$ cat src/rtl/supervisor_pkg.sv
// constants and types for the supervisory reset and watchdog block
// How it works
// - no kick for 1.6 s asserts reset
// - either edge on kick restarts count
// - optionally watch serial data instead
// - low supply holds both resets active
// - reset held 200 ms after supply returns
// - manual low asserts, plus one timeout after
// - manual input debounced, idles high
// - external low on reset pin starts reset
// - outputs open drain, drive asserted only
// - write protect high blocks all writes
// - low supply inhibits all memory writes
package supervisor_pkg;
  localparam int CLOCK_MHZ = 200;
  localparam int WATCHDOG_MS = 1600;
  localparam int TIMEOUT_MS = 200;
  localparam int DEBOUNCE_US = 1000;
  localparam int CYCLES_PER_MS = CLOCK_MHZ * 1000;
  localparam int WATCHDOG_CYCLES = WATCHDOG_MS * CYCLES_PER_MS;
  localparam int TIMEOUT_CYCLES = TIMEOUT_MS * CYCLES_PER_MS;
  localparam int DEBOUNCE_CYCLES = DEBOUNCE_US * CLOCK_MHZ;
  localparam logic RESET_LEVEL_IDLE = 1'b0;

  typedef enum logic [1:0] {RUN, HOLD} sup_state_t;

  // open-drain pin: output value and active-low enable
  typedef struct packed {
    logic level;
    logic enable_n;
  } od_pin_t;
endpackage : supervisor_pkg

$ cat src/rtl/supervisor_reset_watchdog.sv
// supervisory reset, watchdog, manual reset and write gating
`timescale 1ns/100ps
module supervisor_reset_watchdog
  import supervisor_pkg::*;
#(
  parameter int WATCHDOG_LIMIT = WATCHDOG_CYCLES,
  parameter int TIMEOUT_LIMIT = TIMEOUT_CYCLES,
  parameter int DEBOUNCE_LIMIT = DEBOUNCE_CYCLES,
  parameter bit WATCH_SERIAL = 1'b0
) (
  input wire logic clock,
  input wire logic rst,
  input wire logic supplyLow,
  input wire logic manual_reset_in,
  input wire logic watchdog_kick_in,
  input wire logic serialDataIn,
  input wire logic resetPinIn,
  input wire logic writeProtect,
  input wire logic writeRequest,
  output od_pin_t resetLowPin,
  output od_pin_t resetHighPin,
  output logic resetActive,
  output logic writeAllowed
);
  localparam int CW = 32;

  initial begin
    if (WATCHDOG_LIMIT < 2 || TIMEOUT_LIMIT < 2 || DEBOUNCE_LIMIT < 1) begin
      $error("supervisor: counts too small");
    end
  end

  sup_state_t state;
  logic [CW-1:0] holdCount;
  logic [CW-1:0] dogCount;
  logic [CW-1:0] bounceCount;
  logic manualClean;
  logic manualLast;
  logic kickLast;
  logic kickSeen;
  logic kickSrc;
  logic dogExpire;
  logic holdCause;
  logic pinPulled;
  logic busyHold;

  assign kickSrc = WATCH_SERIAL ? serialDataIn : watchdog_kick_in;
  assign kickSeen = kickSrc != kickLast;
  assign dogExpire = dogCount >= CW'(WATCHDOG_LIMIT - 1);
  // external low seen only when we are not driving it ourselves
  // own drive lags state by one cycle through resetActive
  assign pinPulled = !resetPinIn && !resetActive && state == RUN;
  assign holdCause = supplyLow || !manualClean || pinPulled;

  // debounce: accept a level once it stays stable
  always_ff @(posedge clock or posedge rst) begin
    if (rst) begin
      manualClean <= 1'b1;
      manualLast <= 1'b1;
      bounceCount <= '0;
    end else begin
      manualLast <= manual_reset_in;
      if (manual_reset_in != manualLast || manual_reset_in == manualClean) begin
        bounceCount <= '0;
      end else if (bounceCount >= CW'(DEBOUNCE_LIMIT - 1)) begin
        manualClean <= manual_reset_in;
        bounceCount <= '0;
      end else begin
        bounceCount <= bounceCount + CW'(1);
      end
    end
  end

  always_ff @(posedge clock or posedge rst) begin
    if (rst) begin
      kickLast <= 1'b0;
    end else begin
      kickLast <= kickSrc;
    end
  end

  always_ff @(posedge clock or posedge rst) begin
    if (rst) begin
      dogCount <= '0;
    end else if (state != RUN || kickSeen) begin
      dogCount <= '0;
    end else if (!dogExpire) begin
      dogCount <= dogCount + CW'(1);
    end
  end

  // reset starts held as after power-up
  always_ff @(posedge clock or posedge rst) begin
    if (rst) begin
      state <= HOLD;
      holdCount <= '0;
    end else begin
      case (state)
        RUN: begin
          if (holdCause || dogExpire) begin
            state <= HOLD;
            holdCount <= '0;
          end
        end
        HOLD: begin
          if (holdCause) begin
            holdCount <= '0;
          end else if (holdCount >= CW'(TIMEOUT_LIMIT - 1)) begin
            state <= RUN;
            holdCount <= '0;
          end else begin
            holdCount <= holdCount + CW'(1);
          end
        end
        default: begin
          state <= HOLD;
          holdCount <= '0;
        end
      endcase
    end
  end

  assign busyHold = state == HOLD;

  always_ff @(posedge clock or posedge rst) begin
    if (rst) begin
      resetActive <= 1'b1;
    end else begin
      resetActive <= busyHold;
    end
  end

  // drive only toward the asserted level, else release
  assign resetLowPin.level = 1'b0;
  assign resetLowPin.enable_n = !resetActive;
  assign resetHighPin.level = 1'b1;
  assign resetHighPin.enable_n = !resetActive;

  assign writeAllowed = writeRequest && !writeProtect && !supplyLow
    && !(busyHold && holdCount == '0 && supplyLow);

  chk_low_supply_holds: assert property (@(posedge clock) disable iff (rst)
    supplyLow |=> ##1 resetActive)
    else $error("reset not held under low supply");
  chk_timeout_length: assert property (@(posedge clock) disable iff (rst)
    $fell(supplyLow) && !manual_reset_in == 1'b0 |=> resetActive[*8])
    else $error("reset released too early");
  chk_write_protect: assert property (@(posedge clock) disable iff (rst)
    writeProtect |-> !writeAllowed)
    else $error("write passed under protect");
  chk_write_supply: assert property (@(posedge clock) disable iff (rst)
    supplyLow |-> !writeAllowed)
    else $error("write passed under low supply");
  chk_dog_fires: assert property (@(posedge clock) disable iff (rst)
    state == RUN && dogExpire && !kickSeen |=> state == HOLD)
    else $error("watchdog expiry ignored");
  chk_kick_restart: assert property (@(posedge clock) disable iff (rst)
    kickSeen |=> dogCount == '0)
    else $error("kick did not restart count");
  chk_manual_holds: assert property (@(posedge clock) disable iff (rst)
    !manualClean |=> ##1 resetActive)
    else $error("manual reset not held");
  chk_pin_input: assert property (@(posedge clock) disable iff (rst)
    pinPulled |=> state == HOLD)
    else $error("external reset ignored");
  chk_open_drain: assert property (@(posedge clock) disable iff (rst)
    resetLowPin.enable_n == resetHighPin.enable_n
    && resetLowPin.enable_n == !resetActive)
    else $error("open drain enables wrong");
  chk_debounce_idle: assert property (@(posedge clock) disable iff (rst)
    manual_reset_in && $past(manual_reset_in) && manualClean |=> manualClean)
    else $error("manual input glitched low");
  chk_dog_restart: assert property (@(posedge clock) disable iff (rst)
    $fell(busyHold) |-> dogCount == '0)
    else $error("count not fresh after release");

  chk_own_drive: assert property (@(posedge clock) disable iff (rst)
    $fell(busyHold) && !supplyLow && manualClean |=> !busyHold)
    else $error("own reset drive taken as new cause");
  chk_cause_holds: assert property (@(posedge clock) disable iff (rst)
    busyHold && holdCause |=> busyHold)
    else $error("reset released while cause present");
  chk_release_count: assert property (@(posedge clock) disable iff (rst)
    $fell(busyHold) |-> $past(holdCount) == CW'(TIMEOUT_LIMIT - 1))
    else $error("reset released after wrong count");
  chk_hold_bound: assert property (@(posedge clock) disable iff (rst)
    holdCount <= CW'(TIMEOUT_LIMIT - 1))
    else $error("hold count overran");
  chk_dog_held: assert property (@(posedge clock) disable iff (rst)
    busyHold |=> dogCount == '0)
    else $error("watchdog counted during reset");
  chk_dog_bound: assert property (@(posedge clock) disable iff (rst)
    dogCount <= CW'(WATCHDOG_LIMIT - 1))
    else $error("watchdog count overran");
  chk_bounce_bound: assert property (@(posedge clock) disable iff (rst)
    bounceCount <= CW'(DEBOUNCE_LIMIT - 1))
    else $error("debounce count overran");
  chk_pin_levels: assert property (@(posedge clock) disable iff (rst)
    resetLowPin.level == 1'b0 && resetHighPin.level == 1'b1)
    else $error("open drain level wrong");
  chk_write_idle: assert property (@(posedge clock) disable iff (rst)
    !writeRequest |-> !writeAllowed)
    else $error("write passed with no request");
  chk_write_open: assert property (@(posedge clock) disable iff (rst)
    writeRequest && !writeProtect && !supplyLow |-> writeAllowed)
    else $error("legal write blocked");


  cov_dog_reset: cover property (@(posedge clock) disable iff (rst)
    state == RUN && dogExpire);
  cov_manual_reset: cover property (@(posedge clock) disable iff (rst)
    $fell(manualClean));
  cov_release: cover property (@(posedge clock) disable iff (rst)
    $fell(resetActive));
  cov_pin_reset: cover property (@(posedge clock) disable iff (rst)
    pinPulled);
  cov_kick_restart: cover property (@(posedge clock) disable iff (rst)
    state == RUN && kickSeen);
endmodule : supervisor_reset_watchdog

$ cat config.mk
export PLATFORM = sky130hd
export DESIGN_NAME = supervisor_reset_watchdog
export DESIGN_NICKNAME = d
export VERILOG_FILES = /design/src/rtl/supervisor_pkg.sv /design/src/rtl/supervisor_reset_watchdog.sv
export SDC_FILE = /design/constraint.sdc
export NUM_CORES = 1
export LEC_CHECK = 0
export ABC_AREA = 1
export BUFFER_PORTS_ARGS = -buffer_cell sky130_fd_sc_hd__buf_2
export CAP_MARGIN = 5
export CORE_MARGIN = 2
export CORE_UTILIZATION = 55
export CTS_CLUSTER_SIZE = 24
export DETAILED_ROUTE_END_ITERATION = 6
export PLACE_DENSITY = 0.72
export SYNTH_ARGS = -nofsm -noshare
export SYNTH_HDL_FRONTEND = slang
export SYNTH_SLANG_ARGS = --single-unit
$ cat constraint.sdc
create_clock -name clock -period 5.3 [get_ports clock]
set_input_delay 0.265 -clock clock [delete_from_list [all_inputs] [get_ports clock]]
set_output_delay 0.265 -clock clock [all_outputs]
set_load 0.01 [all_outputs]
# After elaboration in Yosys (flattened, before gate mapping)
# Cells that the tools add are included.
[word_totals] ramBits=0 latch_bits=0 regBits=102 in_bits=9 memories=0 romBits=0
[op_classes] multipliers=0 div_mod_pow=0 n_addsub=3 eq_ne=8 n_reduce_logical=23 muxes=12 n_bitwise=1 n_shift=0 order_cmp=3
[op_table] op="two-way mux 32 bit" n=7
[op_table] op="adder 32 x 1 -> 32 bit, second input constant" n=3
[op_table] op="case mux 32 bit (2 select lines)" n=1
[op_table] op="greater-or-equal comparator 32 x 18 -> 1 bit, second input constant" n=1
[op_table] op="greater-or-equal comparator 32 x 26 -> 1 bit, second input constant" n=1
[op_table] op="greater-or-equal comparator 32 x 29 -> 1 bit, second input constant" n=1
[op_table] op="zero test 32 bit" n=1
[op_table] op="logical AND 1 bit" n=7
[op_table] op="zero test 1 bit" n=6
[op_table] op="two-way mux 2 bit" n=3
[op_table] op="!= test 2 x 1 -> 1 bit, second input constant" n=3
[op_table] op="logical OR 1 bit" n=5
[op_table] op="case mux 2 bit (2 select lines)" n=1
[op_table] op="AND reduction 3 bit" n=1
[op_table] op="== test 2 x 1 -> 1 bit, second input constant" n=1
[op_table] op="zero test 2 bit" n=1
[op_table] op="!= test 1 bit" n=2
[op_table] op="!= test 2 bit, second input constant" n=1
[op_table] op="AND reduction 2 bit" n=1
[op_table] op="nonzero test 2 bit" n=1
[op_table] op="== test 1 bit" n=1
[op_table] op="NOT 1 bit" n=1

# Logic depth before layout (Yosys ltp)
[depth] word_depth=7 depth_mapped=13 ltp_nobuf=12

# Worst setup path before layout
# Ideal clock, no wire load.
[synth_timing] path_type="reg-to-reg" start="reg dogCount[0]" end="reg holdCount[15]" n_path_buf=2 setup_time_ns=0.119 synth_period_minus_slack_ns=1.748 path_stages_with_launch=13 path_slack_ns=3.552 required_time_ns=5.181 arrival_time_ns=1.630 path_cell_list="dfrtp_1 ha_1 nand2_1 nor2_2 nand3_1 nand2_1 nand2_2 nand2_4 inv_1 buf_4 buf_2 nand3_1 nand2_1"
[synth_via] elab_chain_len=3
[synth_lines] item="start, declared" line_no="supervisor_reset_watchdog.sv:35" text="logic [CW-1:0] dogCount;"
[synth_lines] item="start signal, assigned" line_no="supervisor_reset_watchdog.sv:88" text="dogCount <= dogCount + CW'(1);"
[synth_lines] item="greater-or-equal comparator 32 x 29 -> 1 bit" line_no="supervisor_reset_watchdog.sv:49" text="assign dogExpire = dogCount >= CW'(WATCHDOG_LIMIT - 1);"
[synth_lines] item="logical OR 1 bit" line_no="supervisor_reset_watchdog.sv:100" text="if (holdCause || dogExpire) begin"
[synth_lines] item="!= test 2 x 1 -> 1 bit (no line)"
[synth_lines] item="end signal, assigned" line_no="supervisor_reset_watchdog.sv:112" text="holdCount <= holdCount + CW'(1);"
[synth_lines] item="end, declared" line_no="supervisor_reset_watchdog.sv:34" text="logic [CW-1:0] holdCount;"
# No other way between the ends.
# A chain may end at the register's enable or synchronous reset.

# Worst setup path in the final report
[layout_timing] start="reg dogCount[0]" end="reg dogCount[10]"
[layout_via] elab_chain_len=3
[layout_lines] item="adder 32 x 1 -> 32 bit" line_no="supervisor_reset_watchdog.sv:88"
[layout_lines] item="two-way mux 32 bit" line_no="supervisor_reset_watchdog.sv:87" text="end else if (!dogExpire) begin"
[layout_lines] item="two-way mux 32 bit" line_no="supervisor_reset_watchdog.sv:85" text="end else if (state != RUN || kickSeen) begin"
# Parallel ways exist; a longest one is shown, timed or not. The select of a mux whose other input is x is not followed.

==> impl_results.md <==
* CP Data Arrival Time at about 2.9 ns
* Source-to-sink clock delay at the later pin of the worst-skew pair at slightly above 0.4 ns
* Startpoint of the worst-slack reg-to-reg timing path: dogCount[0]
* Compound-gate portion of the synthesized area at 0.0557
* Sequential cell area fraction in the yosys report at 0.440
* CP Launch Type: flip-flop
* Grt ovf at 0
* Vias per inst at about 5.3
* Register-to-Register Path Depth at 10
* Total leakage power at approximately 2.7 nW
* Final ANT Viol Nets at 0
* Post-layout min period at 2.61 ns
* Cell Area, Synth at around 5800 um2
* Gp weighted congestion at between 0.9 and 1
* Period Utilization, post-route at 0.492
* Buffers from clock root to sink, at most at 2
* Share of post-route cells with drive strength above 1 at 0.0566
* Most common library cells after synthesis: 216 x nand2_1, 148 x nor2_1, 97 x dfrtp_1
* Asr flop ratio synth at 1.00
* Portion of synthesized cell area occupied by the leading cell type at 0.422
* Most common cell on crit path: nand2_1
* CTS tree: done
* Cell at the root of the clock tree: clkbuf_8
* Post-synthesis share of cell area spent on xor and xnor gates at 0.0441
* Yosys warning count at 0
* Top post-synthesis cells by area: dfrtp_1 42%, nand2_1 14%, nor2_1 9.7%
* Worst rel slew slack at 0.127
* Post-synth top area cell: dfrtp_1
* Core Region at between 10000 and 15000 um2
* Site Rows at 37
* X dimension of the die at 106 um
* Delay contributed by the slowest stage of the critical path at between 0.9 and 1 ns
* FF+latch count, synth at around 100
* Endpoint required time on the critical path at 5.63 ns
* Syn-to-layout area delta at 7.39%
* Worst Hold Class: in -> async
* CP Class: reg -> reg
* Slew Viols, Final at 0
* Via count at between 5000 and 6000
* Launch point of the worst path: dogCount[0]
* Critical Path End Type: flip-flop
* Mean instance size in the synthesized netlist at roughly 7 um2
* Highest clock frequency the design can meet at about 0.38 GHz
* Drt initial violations at 412
* Final design area excluding fillers at roughly 6200 um2
* Final HPWL from detailed placement at between 9 and 10 mm
* CTS Sinks at around 100
* Final setup TNS at 0 ns
* DRC at 0
* Number of library cell types mapped by synthesis at 37
* Total buffers and inverters traversed by the critical path at 1
* Kind of cell with the highest combined delay on the critical path: buffers and inverters
* Final hold violations at 0
* Die H at ~110 um
* Post-CTS setup buffer count at 0
* Die area at 11300 um2
* Port Buffer Count at 11
* Critical-path top delay cell: inv_1
* Antenna Diode Count at 0
* Count of maximum capacitance violations at 0
* Primary FF master, synth: dfrtp_1
* Count of pins on the block boundary at 15
* Net count reported at finish at 838
* Chain of cells forming the critical path: ha_1, nand2_1, nor2_2, nand3_1, nand2_1, nand2_2, nand2_4, inv_1, nand4_1, o21ai_0
* Number of synthesized flops with an enable pin at 0
* Crit. path cell count at 10
* Largest net degree at the start of global routing at 86
* Clock buffer count from CTS at 9
* RSZ-0062 raised after global routing: false
* Total length of routed wires at roughly 13 mm
* Placed Instance Area at about 5900 um2
* Fraction of synthesized area in multiplexers at 0
* Maximum ir drop on the vdd rail at 242 uV
* Wire length of the first global-routing pass at 23.0 mm
* Core occupancy in the finished layout at 0.604
* Initial Utilization at 0.563
* Register clock-pin slew on the reported worst setup and hold paths at ~0.12 ns
* Dominant combinational cell family by area after synthesis: simple AND/OR/NAND/NOR gates
* Worst-path maximum fanout at 38
* Status: completed
* Final setup skew at 0.0116 ns
* Count of H-tree levels built during CTS at 3
* Number of detailed-route iterations in the first pass at 6
* Cells after Synth at between 800 and 900
* Adder and majority cell fraction of the synthesized area at 0.00652
* Routed len/inst at between 10 and 15 um
* Basic-gate share of the synthesized area counting and, or, nand and nor cells at 0.377
* Slew at the pin closest to its max-slew limit at 1.30 ns
* Antenna violations before repair at 0
* Most frequent cell after synthesis: nand2_1
* Vias in the first global route at approximately 5100
* Setup Viol. Count Final at 0
* PD cells at between 200 and 250 nW/um2
* Gr usage total at 0.255
-- layer usage --
layer  global-route usage  wire length (um)  vias to the layer above  share of wire
met5                    0                 0                        -              0
met4               0.0902               207                        0          0.016
met3               0.0558               598                       18          0.046
met2                0.432              6280                      130           0.49
met1                0.321              5860                     2412           0.45
li1                     -                 -                     2606              -
-- cells by family after synthesis --
logic type,Yosys count
AOI/OAI and AO/OA,56
xor gates and xnor gates,29
adders and majority gates,3
buffers and inverters,102
DFF,101
other,2
and+or+nand+nor,511
-- cell usage in the layout, fill, tap and decap left out, types with 3 or more instances in the layout --
master	synthesis	final
conb_1	2	16
buf_4	5	3
o21ai_1	4	4
clkbuf_8	0	9
nor3_1	16	16
nand2_1	216	216
xnor2_1	9	9
a21oi_1	14	14
nor2_2	3	3
nand4_1	30	30
ha_1	3	3
o21ai_0	26	26
xor2_1	20	20
nor4_1	6	6
nand3_1	85	85
buf_2	7	11
nor2_1	148	148
dlygate4sd3_1	0	3
o31ai_1	3	3
dfstp_2	4	4
dfrtp_1	97	97
inv_1	80	79
-- metrics by stage --
step                      power, mW  hold WS (ns)  cells  setup WS, ns
after floorplan               0.832         0.269    818          2.39
after global placement        0.844         0.193    948          2.81
after detailed placement      0.847         0.196    948          2.78
after CTS                      1.38         0.290    967          2.73
after global routing           1.41         0.332    967          2.47
final                          1.36         0.306    967          2.69
-- where the power goes --
part	leakage [nW]	internal (mW)	total, mW	switching (mW)
Combinational	1.27	0.0107	0.0475	0.0369
Sequential	1.36	0.781	0.786	0.00507
Clock	0.108	0.198	0.529	0.332
-- state kept, by name, indices dropped and copies added (netlist names) --
register	cells
kickLast	1
manualClean	1
holdCount	32
dogCount	32
state	1
resetActive	1
manualLast	1
bounceCount	32
-- worst reg2reg max path, stage by stage, from the launching register on --
cell and delay, ns:
dfrtp_1 0.44, ha_1 0.28, nand2_1 0.14, nor2_2 0.08, nand3_1 0.08, nand2_1 0.06, nand2_2 0.11, nand2_4 0.09
inv_1 0.93, nand4_1 0.19, o21ai_0 0.14
-- layout make-up --
type                       count  area (um2)
fill                         982        4050
multi-input combinational    615        2840
sequential                   101        2530
inverter                      82         312
tap                          136         170
clock buffer                   9         124
timing repair buffer          17         108
clock inverter                 7        93.8
-- what timing repair did --
action | 4_1_cts | 5_1_grt
hold buffers | 3 | 0
gates resized for setup | 0 | 0
hold endpoints to repair | 18 | 0
-- worst paths after layout --
kind	to	slack [ns]
setup reg to reg	dogCount[10]	2.69
hold / removal	bounceCount[5]	0.31
max in group asynchronous	dogCount[22]	3.67
hold reg to reg	bounceCount[0]	0.47
min in group clock	holdCount[19]	0.40
setup / recovery	dogCount[10]	2.69
Power figures use the tool's default switching activity.
